<file path="src/rtl/asl_pkg.sv">
package asl_pkg;
   // clock and flash timing
   localparam int CLK_HZ = 25_000_000;
   localparam int TICK_MS = 50;
   localparam int TICK_CYC = CLK_HZ / 1000 * TICK_MS;
   localparam int PRESC_W = 21;
   localparam logic [3:0] STEP_LAST = 4'hF;
   localparam logic [3:0] ERR_HOLD = 4'h2;
   // receive buffer sizing
   localparam int FIFO_BYTES = 8 * 1024 * 1024;
   localparam int RATE_MBPS = 214;
   localparam int LAT_MS = 314;
   // register map, byte addresses
   localparam int AW = 8;
   localparam logic [7:0] REG_CTRL = 8'h00;
   localparam logic [7:0] REG_STATUS = 8'h04;
   localparam logic [7:0] REG_IRQ_STAT = 8'h08;
   localparam logic [7:0] REG_IRQ_MASK = 8'h0C;
   localparam logic [7:0] REG_CV_CNT = 8'h10;
   localparam logic [7:0] REG_OVF_CNT = 8'h14;
   localparam logic [7:0] REG_FIFO_DATA = 8'h18;
   localparam logic [7:0] REG_ID = 8'h1C;
   // control fields
   localparam int CTL_OVR_EN = 0;
   localparam int CTL_OVR_RED = 1;
   localparam int CTL_OVR_GRN = 2;
   localparam int CTL_CH_RST = 3;
   localparam int CTL_DMA_EN = 4;
   localparam logic [7:0] CTRL_RST = 8'h00;
   localparam logic [3:0] MASK_RST = 4'h0;
   // interrupt bits
   localparam int IRQ_LOCK_LOST = 0;
   localparam int IRQ_CODE_VIOL = 1;
   localparam int IRQ_OVERFLOW = 2;
   localparam int IRQ_SIZE_CHG = 3;
   // packet size codes and bus response codes
   localparam logic [1:0] SIZE_UNK = 2'h0;
   localparam logic [1:0] SIZE_188 = 2'h1;
   localparam logic [1:0] SIZE_204 = 2'h2;
   localparam logic [1:0] RESP_OKAY = 2'h0;
   localparam logic [1:0] RESP_DECERR = 2'h3;

   typedef enum logic [10:0] {
      IND_NODATA = 11'h001,
      IND_NOLOCK = 11'h002,
      IND_CODEV = 11'h004,
      IND_OVF = 11'h008,
      IND_VUNK = 11'h010,
      IND_V188 = 11'h020,
      IND_V188I = 11'h040,
      IND_V204 = 11'h080,
      IND_V204I = 11'h100,
      IND_CHRST = 11'h200,
      IND_PWR = 11'h400
   } asl_ind_t;

   typedef enum logic [2:0] {
      ST_PWR_TYPE = 3'h1,
      ST_PWR_REV = 3'h2,
      ST_RUN = 3'h4
   } asl_state_t;
endpackage : asl_pkg

</file>
<file path="src/rtl/asl_led_if.sv">
`timescale 1ns/1ps
interface asl_led_if;
   asl_pkg::asl_ind_t ind;
   logic [3:0] step;
   logic pwr_rev_phase;
   logic [2:0] pwr_type;
   logic [2:0] pwr_rev;
   logic ovr_en;
   logic ovr_red;
   logic ovr_green;
   logic red;
   logic green;

   modport drv (output ind, step, pwr_rev_phase, pwr_type, pwr_rev, ovr_en, ovr_red, ovr_green,
                input red, green);
   modport pat (input ind, step, pwr_rev_phase, pwr_type, pwr_rev, ovr_en, ovr_red, ovr_green,
                output red, green);
endinterface : asl_led_if

</file>
<file path="src/rtl/asl_flash.sv">
`timescale 1ns/1ps
module asl_flash (
   input wire logic clk,
   input wire logic rst_n,
   asl_led_if.pat led
);
   typedef struct packed {
      logic red;
      logic green;
   } asl_flash_st_t;

   asl_flash_st_t cur_ff;
   asl_flash_st_t nxt_ff;

   // colour pattern per indication and step, {red, green}
   function automatic logic [1:0] asl_pattern(input asl_pkg::asl_ind_t ind,
                                              input logic [3:0] s,
                                              input logic rev_phase,
                                              input logic [2:0] btype,
                                              input logic [2:0] brev);
      logic [1:0] c;
      c = 2'h0;
      case (ind)
         asl_pkg::IND_NODATA: c = 2'h0;
         asl_pkg::IND_NOLOCK: c = 2'h2;
         asl_pkg::IND_CODEV: c = {s[1], 1'b0};
         asl_pkg::IND_OVF: c = {~s[3], 1'b0};
         asl_pkg::IND_VUNK: c = {1'b0, s[2]};
         asl_pkg::IND_V188: c = 2'h1;
         asl_pkg::IND_V188I: c = {1'b0, s != 4'h0};
         asl_pkg::IND_V204: c = {1'b0, s[3:1] != 3'h7};
         asl_pkg::IND_V204I: c = {1'b0, (s[3:1] != 3'h7) && (s != 4'h0)};
         asl_pkg::IND_CHRST: c = 2'h3;
         asl_pkg::IND_PWR:
         begin
            // red flash count gives board type, then green count gives revision
            if (rev_phase)
            begin
               c = {1'b0, s[0] && (s[3:1] < brev)};
            end
            else
            begin
               c = {s[0] && (s[3:1] < btype), 1'b0};
            end
         end
         default: c = 2'h0;
      endcase
      return c;
   endfunction : asl_pattern

   // override replaces the automatic pattern
   always_comb
   begin
      nxt_ff = cur_ff;
      if (led.ovr_en)
      begin
         {nxt_ff.red, nxt_ff.green} = {led.ovr_red, led.ovr_green};
      end
      else
      begin
         {nxt_ff.red, nxt_ff.green} = asl_pattern(led.ind, led.step, led.pwr_rev_phase,
                                                  led.pwr_type, led.pwr_rev);
      end
   end

   always_ff @(posedge clk or negedge rst_n)
   begin
      if (!rst_n)
      begin
         cur_ff <= '0;
      end
      else
      begin
         cur_ff <= nxt_ff;
      end
   end

   assign led.red = cur_ff.red;
   assign led.green = cur_ff.green;
endmodule : asl_flash

</file>
<file path="src/rtl/asl_top.sv">
// The AXI4-Lite register port and the placing of the registers were left to the implementer.
`timescale 1ns/1ps
// Overview of operation
// - bi-colour lamp shows colour plus flash pattern
// - separate indication for every receiver condition except inversion with unknown packet size
// - loss of lock lights red
// - inverted input adds one brief dark step for 188- and 204-byte packets
// - software override drives the lamp directly
// - power-up flashes board type and revision
// - buffer overflow shown as error
// - host reads buffer directly or via DMA
// - buffer of 8 MB absorbs 314 ms
// - status and counters readable, summary on lamp
module asl_top #(
   parameter int TICK_CYC = asl_pkg::TICK_CYC,
   parameter int FIFO_BYTES = asl_pkg::FIFO_BYTES,
   parameter logic [2:0] BOARD_TYPE = 3'h2, // arbitrary value
   parameter logic [2:0] FW_REV = 3'h1 // arbitrary value
) (
   input wire logic mclk,
   input wire logic rst_n,
   input wire logic s_axi_awvalid,
   output logic s_axi_awready,
   input wire logic [7:0] s_axi_awaddr,
   input wire logic s_axi_wvalid,
   output logic s_axi_wready,
   input wire logic [31:0] s_axi_wdata,
   input wire logic [3:0] s_axi_wstrb,
   output logic s_axi_bvalid,
   input wire logic s_axi_bready,
   output logic [1:0] s_axi_bresp,
   input wire logic s_axi_arvalid,
   output logic s_axi_arready,
   input wire logic [7:0] s_axi_araddr,
   output logic s_axi_rvalid,
   input wire logic s_axi_rready,
   output logic [31:0] s_axi_rdata,
   output logic [1:0] s_axi_rresp,
   input wire logic rx_carrier,
   input wire logic rx_lock,
   input wire logic rx_code_viol,
   input wire logic rx_inverted,
   input wire logic [1:0] rx_pkt_size,
   input wire logic fifo_overflow,
   input wire logic fifo_empty,
   input wire logic [31:0] fifo_data,
   output logic fifo_pop,
   output logic dma_en,
   output logic chan_rst,
   output logic led_red,
   output logic led_green,
   output logic irq
);
   localparam int PW = asl_pkg::PRESC_W;

   // refuse settings the logic cannot serve
   if (TICK_CYC < 2 || TICK_CYC >= (1 << PW))
   begin : g_chk_tick
      $error("TICK_CYC out of range");
   end
   if (FIFO_BYTES < 1024 || (FIFO_BYTES & (FIFO_BYTES - 1)) != 0)
   begin : g_chk_fifo
      $error("FIFO_BYTES must be a power of two");
   end

   typedef struct packed {
      asl_pkg::asl_state_t st;
      logic [PW-1:0] presc;
      logic tick;
      logic [3:0] step;
      logic [3:0] cv_hold;
      logic [3:0] ovf_hold;
      logic lock_d;
      logic [1:0] size_d;
      logic [7:0] ctrl;
      logic [3:0] irq_stat;
      logic [3:0] irq_mask;
      logic [15:0] cv_cnt;
      logic [15:0] ovf_cnt;
      logic aw_full;
      logic [7:0] awaddr;
      logic w_full;
      logic [31:0] wdata;
      logic [3:0] wstrb;
      logic bvalid;
      logic [1:0] bresp;
      logic rvalid;
      logic [31:0] rdata;
      logic [1:0] rresp;
      logic pop;
   } asl_top_st_t;

   asl_top_st_t cur_ff;
   asl_top_st_t nxt_ff;
   logic rst_meta_ff;
   logic rst_sync_n_ff;
   asl_pkg::asl_ind_t ind;
   asl_led_if led_bus ();

   // byte-lane merge for writable registers
   function automatic logic [31:0] asl_merge(input logic [31:0] old,
                                             input logic [31:0] wd,
                                             input logic [3:0] strb);
      logic [31:0] r;
      r = old;
      for (int i = 0; i < 4; i++)
      begin
         if (strb[i])
         begin
            r[8*i +: 8] = wd[8*i +: 8];
         end
      end
      return r;
   endfunction : asl_merge

   // reset release through two flops
   always_ff @(posedge mclk or negedge rst_n)
   begin
      if (!rst_n)
      begin
         rst_meta_ff <= 1'b0;
         rst_sync_n_ff <= 1'b0;
      end
      else
      begin
         rst_meta_ff <= 1'b1;
         rst_sync_n_ff <= rst_meta_ff;
      end
   end

   // indication select by priority
   always_comb
   begin
      if (cur_ff.st != asl_pkg::ST_RUN)
      begin
         ind = asl_pkg::IND_PWR;
      end
      else if (cur_ff.ctrl[asl_pkg::CTL_CH_RST])
      begin
         ind = asl_pkg::IND_CHRST;
      end
      else if (rx_carrier && !rx_lock)
      begin
         ind = asl_pkg::IND_NOLOCK;
      end
      else if (cur_ff.cv_hold != 4'h0)
      begin
         ind = asl_pkg::IND_CODEV;
      end
      else if (cur_ff.ovf_hold != 4'h0)
      begin
         ind = asl_pkg::IND_OVF;
      end
      else if (rx_carrier && rx_pkt_size == asl_pkg::SIZE_188)
      begin
         ind = rx_inverted ? asl_pkg::IND_V188I : asl_pkg::IND_V188;
      end
      else if (rx_carrier && rx_pkt_size == asl_pkg::SIZE_204)
      begin
         ind = rx_inverted ? asl_pkg::IND_V204I : asl_pkg::IND_V204;
      end
      else if (rx_carrier)
      begin
         ind = asl_pkg::IND_VUNK;
      end
      else
      begin
         ind = asl_pkg::IND_NODATA;
      end
   end

   // next state of the whole block
   always_comb
   begin
      logic frame_end;
      logic [3:0] ev;
      logic [3:0] clr;
      logic wr_go;
      logic [7:0] wa;
      logic [7:0] ra;
      nxt_ff = cur_ff;
      frame_end = cur_ff.tick && (cur_ff.step == asl_pkg::STEP_LAST);
      ev = '0;
      clr = '0;
      wr_go = cur_ff.aw_full && cur_ff.w_full && !cur_ff.bvalid;
      wa = {cur_ff.awaddr[7:2], 2'h0};
      ra = {s_axi_araddr[7:2], 2'h0};
      nxt_ff.pop = 1'b0;
      // prescaler and step counter
      nxt_ff.tick = 1'b0;
      if (cur_ff.presc == PW'(TICK_CYC - 1))
      begin
         nxt_ff.presc = '0;
         nxt_ff.tick = 1'b1;
      end
      else
      begin
         nxt_ff.presc = cur_ff.presc + 1'b1;
      end
      if (cur_ff.tick)
      begin
         nxt_ff.step = cur_ff.step + 4'h1;
      end
      // power-up sequence, one frame for each field
      case (cur_ff.st)
         asl_pkg::ST_PWR_TYPE: if (frame_end) nxt_ff.st = asl_pkg::ST_PWR_REV;
         asl_pkg::ST_PWR_REV: if (frame_end) nxt_ff.st = asl_pkg::ST_RUN;
         asl_pkg::ST_RUN: nxt_ff.st = asl_pkg::ST_RUN;
         default: nxt_ff.st = asl_pkg::ST_PWR_TYPE;
      endcase
      // error stretch so short events stay visible
      if (rx_code_viol)
      begin
         nxt_ff.cv_hold = asl_pkg::ERR_HOLD;
      end
      else if (frame_end && cur_ff.cv_hold != 4'h0)
      begin
         nxt_ff.cv_hold = cur_ff.cv_hold - 4'h1;
      end
      if (fifo_overflow)
      begin
         nxt_ff.ovf_hold = asl_pkg::ERR_HOLD;
      end
      else if (frame_end && cur_ff.ovf_hold != 4'h0)
      begin
         nxt_ff.ovf_hold = cur_ff.ovf_hold - 4'h1;
      end
      // events
      nxt_ff.lock_d = rx_lock;
      nxt_ff.size_d = rx_pkt_size;
      ev[asl_pkg::IRQ_LOCK_LOST] = cur_ff.lock_d && !rx_lock;
      ev[asl_pkg::IRQ_CODE_VIOL] = rx_code_viol;
      ev[asl_pkg::IRQ_OVERFLOW] = fifo_overflow;
      ev[asl_pkg::IRQ_SIZE_CHG] = rx_lock && (cur_ff.size_d != rx_pkt_size);
      if (rx_code_viol && cur_ff.cv_cnt != 16'hFFFF)
      begin
         nxt_ff.cv_cnt = cur_ff.cv_cnt + 16'h0001;
      end
      if (fifo_overflow && cur_ff.ovf_cnt != 16'hFFFF)
      begin
         nxt_ff.ovf_cnt = cur_ff.ovf_cnt + 16'h0001;
      end
      // write address and data, taken in either order
      if (s_axi_awvalid && s_axi_awready)
      begin
         nxt_ff.aw_full = 1'b1;
         nxt_ff.awaddr = s_axi_awaddr;
      end
      if (s_axi_wvalid && s_axi_wready)
      begin
         nxt_ff.w_full = 1'b1;
         nxt_ff.wdata = s_axi_wdata;
         nxt_ff.wstrb = s_axi_wstrb;
      end
      if (wr_go)
      begin
         nxt_ff.aw_full = 1'b0;
         nxt_ff.w_full = 1'b0;
         nxt_ff.bvalid = 1'b1;
         nxt_ff.bresp = asl_pkg::RESP_OKAY;
         case (wa)
            asl_pkg::REG_CTRL:
               nxt_ff.ctrl = 8'(asl_merge({24'h0, cur_ff.ctrl}, cur_ff.wdata, cur_ff.wstrb));
            asl_pkg::REG_IRQ_STAT:
               clr = cur_ff.wstrb[0] ? cur_ff.wdata[3:0] : 4'h0;
            asl_pkg::REG_IRQ_MASK:
               nxt_ff.irq_mask =
                  4'(asl_merge({28'h0, cur_ff.irq_mask}, cur_ff.wdata, cur_ff.wstrb));
            asl_pkg::REG_CV_CNT: nxt_ff.cv_cnt = '0;
            asl_pkg::REG_OVF_CNT: nxt_ff.ovf_cnt = '0;
            asl_pkg::REG_STATUS, asl_pkg::REG_FIFO_DATA, asl_pkg::REG_ID: ;
            default: nxt_ff.bresp = asl_pkg::RESP_DECERR;
         endcase
      end
      else if (cur_ff.bvalid && s_axi_bready)
      begin
         nxt_ff.bvalid = 1'b0;
      end
      // sticky status, a new event wins over a clear
      nxt_ff.irq_stat = (cur_ff.irq_stat & ~clr) | ev;
      // read channel
      if (s_axi_arvalid && s_axi_arready)
      begin
         nxt_ff.rvalid = 1'b1;
         nxt_ff.rresp = asl_pkg::RESP_OKAY;
         case (ra)
            asl_pkg::REG_CTRL: nxt_ff.rdata = {24'h0, cur_ff.ctrl};
            asl_pkg::REG_STATUS:
               nxt_ff.rdata = {13'h0, ind, cur_ff.st == asl_pkg::ST_RUN,
                               cur_ff.ovf_hold != 4'h0, cur_ff.cv_hold != 4'h0,
                               rx_pkt_size, rx_inverted, rx_lock, rx_carrier};
            asl_pkg::REG_IRQ_STAT: nxt_ff.rdata = {28'h0, cur_ff.irq_stat};
            asl_pkg::REG_IRQ_MASK: nxt_ff.rdata = {28'h0, cur_ff.irq_mask};
            asl_pkg::REG_CV_CNT: nxt_ff.rdata = {16'h0, cur_ff.cv_cnt};
            asl_pkg::REG_OVF_CNT: nxt_ff.rdata = {16'h0, cur_ff.ovf_cnt};
            asl_pkg::REG_FIFO_DATA:
            begin
               // direct read takes the word on offer, zero when empty
               nxt_ff.rdata = fifo_empty ? 32'h0 : fifo_data;
               nxt_ff.pop = !fifo_empty;
            end
            asl_pkg::REG_ID: nxt_ff.rdata = {24'h0, 1'b0, BOARD_TYPE, 1'b0, FW_REV};
            default:
            begin
               nxt_ff.rdata = 32'h0;
               nxt_ff.rresp = asl_pkg::RESP_DECERR;
            end
         endcase
      end
      else if (cur_ff.rvalid && s_axi_rready)
      begin
         nxt_ff.rvalid = 1'b0;
      end
   end

   always_ff @(posedge mclk or negedge rst_sync_n_ff)
   begin
      if (!rst_sync_n_ff)
      begin
         cur_ff <= '0;
         cur_ff.st <= asl_pkg::ST_PWR_TYPE;
         cur_ff.ctrl <= asl_pkg::CTRL_RST;
         cur_ff.irq_mask <= asl_pkg::MASK_RST;
      end
      else
      begin
         cur_ff <= nxt_ff;
      end
   end

   // bus handshakes and register-driven outputs
   assign s_axi_awready = !cur_ff.aw_full && !cur_ff.bvalid;
   assign s_axi_wready = !cur_ff.w_full && !cur_ff.bvalid;
   assign s_axi_bvalid = cur_ff.bvalid;
   assign s_axi_bresp = cur_ff.bresp;
   assign s_axi_arready = !cur_ff.rvalid;
   assign s_axi_rvalid = cur_ff.rvalid;
   assign s_axi_rdata = cur_ff.rdata;
   assign s_axi_rresp = cur_ff.rresp;
   assign fifo_pop = cur_ff.pop;
   assign dma_en = cur_ff.ctrl[asl_pkg::CTL_DMA_EN];
   assign chan_rst = cur_ff.ctrl[asl_pkg::CTL_CH_RST];
   assign irq = |(cur_ff.irq_stat & cur_ff.irq_mask);

   // lamp pattern generator
   assign led_bus.ind = ind;
   assign led_bus.step = cur_ff.step;
   assign led_bus.pwr_rev_phase = cur_ff.st == asl_pkg::ST_PWR_REV;
   assign led_bus.pwr_type = BOARD_TYPE;
   assign led_bus.pwr_rev = FW_REV;
   assign led_bus.ovr_en = cur_ff.ctrl[asl_pkg::CTL_OVR_EN];
   assign led_bus.ovr_red = cur_ff.ctrl[asl_pkg::CTL_OVR_RED];
   assign led_bus.ovr_green = cur_ff.ctrl[asl_pkg::CTL_OVR_GRN];
   assign led_red = led_bus.red;
   assign led_green = led_bus.green;

   asl_flash u_flash (
      .clk(mclk),
      .rst_n(rst_sync_n_ff),
      .led(led_bus.pat)
   );
endmodule : asl_top

</file>
<file path="config.mk">
export PLATFORM = sky130hd
export DESIGN_NAME = asl_top
export DESIGN_NICKNAME = d
export VERILOG_FILES = /design/src/rtl/asl_pkg.sv /design/src/rtl/asl_led_if.sv /design/src/rtl/asl_flash.sv /design/src/rtl/asl_top.sv
export SDC_FILE = /design/constraint.sdc
export NUM_CORES = 1
export LEC_CHECK = 0
export ABC_AREA = 1
export BUFFER_PORTS_ARGS = -buffer_cell sky130_fd_sc_hd__buf_2
export CAP_MARGIN = 20
export CORE_ASPECT_RATIO = 2
export CORE_MARGIN = 8
export CORE_UTILIZATION = 50
export DETAILED_ROUTE_END_ITERATION = 8
export PLACE_DENSITY_LB_ADDON = 0.08
export SLEW_MARGIN = 20
export SYNTH_ARGS = -nofsm -noshare
export SYNTH_HDL_FRONTEND = slang
export SYNTH_SLANG_ARGS = --single-unit
</file>
<file path="constraint.sdc">
create_clock -name mclk -period 6.25 [get_ports mclk]
set_clock_uncertainty 0.05 [all_clocks]
set_input_delay 0.3125 -clock mclk [delete_from_list [all_inputs] [get_ports mclk]]
set_output_delay 0.3125 -clock mclk [all_outputs]
set_load 0.05 [all_outputs]
</file>
==> impl_metrics.env <==
export IMPL_first_pass_iters=5
export IMPL_grt_pass1_wl_um=35000
export IMPL_die_w_um=105
export IMPL_rr_startpoint="s_axi_bvalid$_DFFE_PN0P_"
export IMPL_rows=65
export IMPL_clk_path_buf_depth=2
export IMPL_r2r_end="cur_ff[106]$_DFF_PN0_"
export IMPL_syn_area_per_cell_um2=8.01
export IMPL_synthSimpleGateAreaFrac_pct=26.0
export IMPL_root_buffer="clkbuf_16"
export IMPL_io_pins=146
export IMPL_synth_flop_cell="dfrtp_1"
export IMPL_synth_area_mux_share_pct=0.568
export IMPL_critPathLaunchType="flop"
export IMPL_first_global_vias=7002
export IMPL_areaGrowthSynthToFinish_pct=13.8
export IMPL_reg2reg_slack_ps=4030
export IMPL_ir_worst_vdd_mv=0.182
export IMPL_netlist_area_leader_share_pct=45.7
export IMPL_clkPwrFrac_pct=33.3
export IMPL_drcViolationCount=0
export IMPL_p_switching_mw=1.11
export IMPL_synth_seq_area_share_pct=46.1
export IMPL_grt_max_degree=54
export IMPL_r2r_cells=6
export IMPL_fin_hold_ws_ps=12.7
export IMPL_status="completed"
export IMPL_final_nets=1181
export IMPL_hold_path_class="in -> reg"
export IMPL_hold_viol=0
export IMPL_antennaDiodeCount=0
export IMPL_placed_area_mm2=0.00843
export IMPL_track_usage_pct=21.7
export IMPL_grt_use_met3_pct=4.49
export IMPL_io_buffers=114
export IMPL_first_iter_violations=281
export IMPL_die_area_mm2=0.0204
export IMPL_synth_compound_area_share_pct=11.1
export IMPL_ys_warn_count=0
export IMPL_met1_usage_pct=21.8
export IMPL_tightest_slew_ps=838
export IMPL_pre_cts_slack_ps=4010
export IMPL_synth_area_leaders="dfrtp_1 46%, nand2_1 10%, inv_1 6.0%, nor2_1 5.3%, xor2_1 4.0%"
export IMPL_finalWirelength_um=21400
export IMPL_setup_viol=0
export IMPL_cp_arrival_ps=2480
export IMPL_leakage_nw=4.63
export IMPL_cts_tree="done"
export IMPL_synth_cells=990
export IMPL_power_frac_seq_pct=42.1
export IMPL_relSlewSlack_pct=43.9
export IMPL_yosysMostFrequentCell="nand2_1"
export IMPL_largest_register_ffs=99
export IMPL_cts_htree_levels=4
export IMPL_setup_tns_ps=0
export IMPL_grt_overflow_total=0
export IMPL_cts_sinks=146
export IMPL_ys_ff_latch=146
export IMPL_synth_top_cell_by_area="dfrtp_1"
export IMPL_final_cell_area_mm2=0.00903
export IMPL_p_int_mw=1.95
export IMPL_fp_dieH_um=194
export IMPL_drv_slew=0
export IMPL_via_per_inst=5.26
export IMPL_comb_power_share_pct=24.6
export IMPL_cp_end_kind="flop"
export IMPL_synth_distinct_cells=46
export IMPL_synth_nets=1097
export IMPL_power_density_mw_per_mm2=339
export IMPL_synth_edf_count=0
export IMPL_regMostFlops="cur_ff"
export IMPL_synth_xor_area_share_pct=4.09
export IMPL_dp_hpwl_um=16800
export IMPL_maxCapViolCount=0
export IMPL_synth_area_mm2=0.00793
export IMPL_rsz0062_at_grt="no"
export IMPL_cts_resized_gates=0
export IMPL_initial_core_util_pct=50.5
export IMPL_cts_buffers=17
export IMPL_routabilityCongestion=0.964
export IMPL_grt_use_met2_pct=39.2
export IMPL_clk_pin_slew_worst_paths_ps=60
export IMPL_fmax_mhz=450
export IMPL_p_total_mw=3.06
export IMPL_period_share_pct=35.6
export IMPL_cp_startpoint="s_axi_bvalid$_DFFE_PN0P_"
export IMPL_synth_fa_ha_area_share_pct=1.26
export IMPL_antenna_found_initial=0
export IMPL_p_sw_share_pct=36.2
export IMPL_top_usage_layer="met2"
export IMPL_fin_ws_ps=4030
export IMPL_required_ps=6500
export IMPL_layout_drive_gt1_share_pct=17.0
export IMPL_vias=6769
export IMPL_synth_common_cells="217 x nand2_1, 145 x dfrtp_1, 127 x inv_1"
export IMPL_synthArstFlopShare_pct=100
export IMPL_layout_min_cycle_time_ps=2220
export IMPL_crit_end="cur_ff[106]$_DFF_PN0_"
export IMPL_routedWlPerCell_um=16.6
export IMPL_drtAntennaViolNets=0
export IMPL_crit_fanout=15
export IMPL_crit_type="reg -> reg"
export IMPL_core_mm2=0.0157
export IMPL_clock_latency_ps=420
export IMPL_synth_top_family_by_area="simple AND/OR/NAND/NOR gates"
## what timing repair did
item,in CTS,in global routing
hold buffers,1,0
setup buffers,0,0
endpoints found under the hold margin,2,0
## layout make-up
cell class	instances	area, um2
flip-flops and latches	146	3660
repair buffers	118	603
clock buffers	18	439
clock inverters	14	153
fillers	1536	6670
well taps	201	251
inverters	135	509
multi-input cells	656	3420
## kinds of logic after synthesis
family,Yosys count
xor+xnor,37
flops,146
other cells,1
buf+inv,188
fa+ha+maj,8
mux,4
simple gates,463
compound gates,143
## worst min path at each step
stage                               end          from  cells past startpoint  slack, ps
2_1_floorplan     rst_meta_ff$_DFF_PN0_         rst_n                      0        -30
3_3_place_gp      rst_meta_ff$_DFF_PN0_         rst_n                      1         50
3_5_place_dp      rst_meta_ff$_DFF_PN0_         rst_n                      1         50
4_1_cts        s_axi_bvalid$_DFFE_PN0P_  s_axi_bready                      2          1
5_1_grt        s_axi_bvalid$_DFFE_PN0P_  s_axi_bready                      2          3
6_report       s_axi_bvalid$_DFFE_PN0P_  s_axi_bready                      2         10
## metrics by stage
stage / utilization [%] / cells
3_5_place_dp: 53.7 / 1255
2_1_floorplan: - / 990
4_1_cts: 57.5 / 1288
5_1_grt: 57.5 / 1288
6_report: 57.5 / 1288
3_3_place_gp: 53.7 / 1255
## power by group through the flow
stage          clock network [mW]  logic [mW]  registers, mW
6_report                     1.02       0.753           1.29
5_1_grt                      1.09       0.846           1.31
4_1_cts                      1.05       0.757           1.28
3_5_place_dp                    0       0.753           1.30
2_1_floorplan                   0       0.574           1.27
3_3_place_gp                    0       0.741           1.30
## routing by layer
| metal | wire length, um | vias up |
|---|---|---|
| li1 | - | 3365 |
| met1 | 7960 | 3170 |
| met2 | 11400 | 176 |
| met3 | 943 | 58 |
| met4 | 1090 | 0 |
| met5 | 0 | - |
## cells in the final DEF (no fill, tap or decap), types with 3 or more instances in the layout
cell        synthesis  layout
clkbuf_16           0      17
buf_4              36       3
nor2_2              4       4
inv_6               0       5
nor3_2              3       3
a22oi_1            11      11
a211oi_1            5       5
a22o_1             13      13
o21ai_1             7       7
nor2_1            111     111
nor3b_1             5       5
a211oi_2            3       3
nand3b_1            4       4
nand2_1           217     217
o211ai_1            6       6
mux2_2              4       4
nor3_1             26      26
o21ai_0            48      48
a21oi_1            35      35
inv_2               6       6
xor2_1             36      36
nand3_1            44      44
clkinvlp_4          0       4
o22ai_1             8       8
buf_2               8     114
inv_1             127     127
nand4_1            33      33
nor4_1              3       3
ha_1                8       8
nand2_2             3       3
dfrtp_1           145     144
## worst max-delay path, stage by stage (launching register included)
cell and delay [ps]:
dfrtp_1 440, nor3_4 570, inv_1 360, nor2_4 340, inv_1 170, o21ai_0 100, a21oi_1 60
Note: power is estimated with default switching activity, not from simulation.
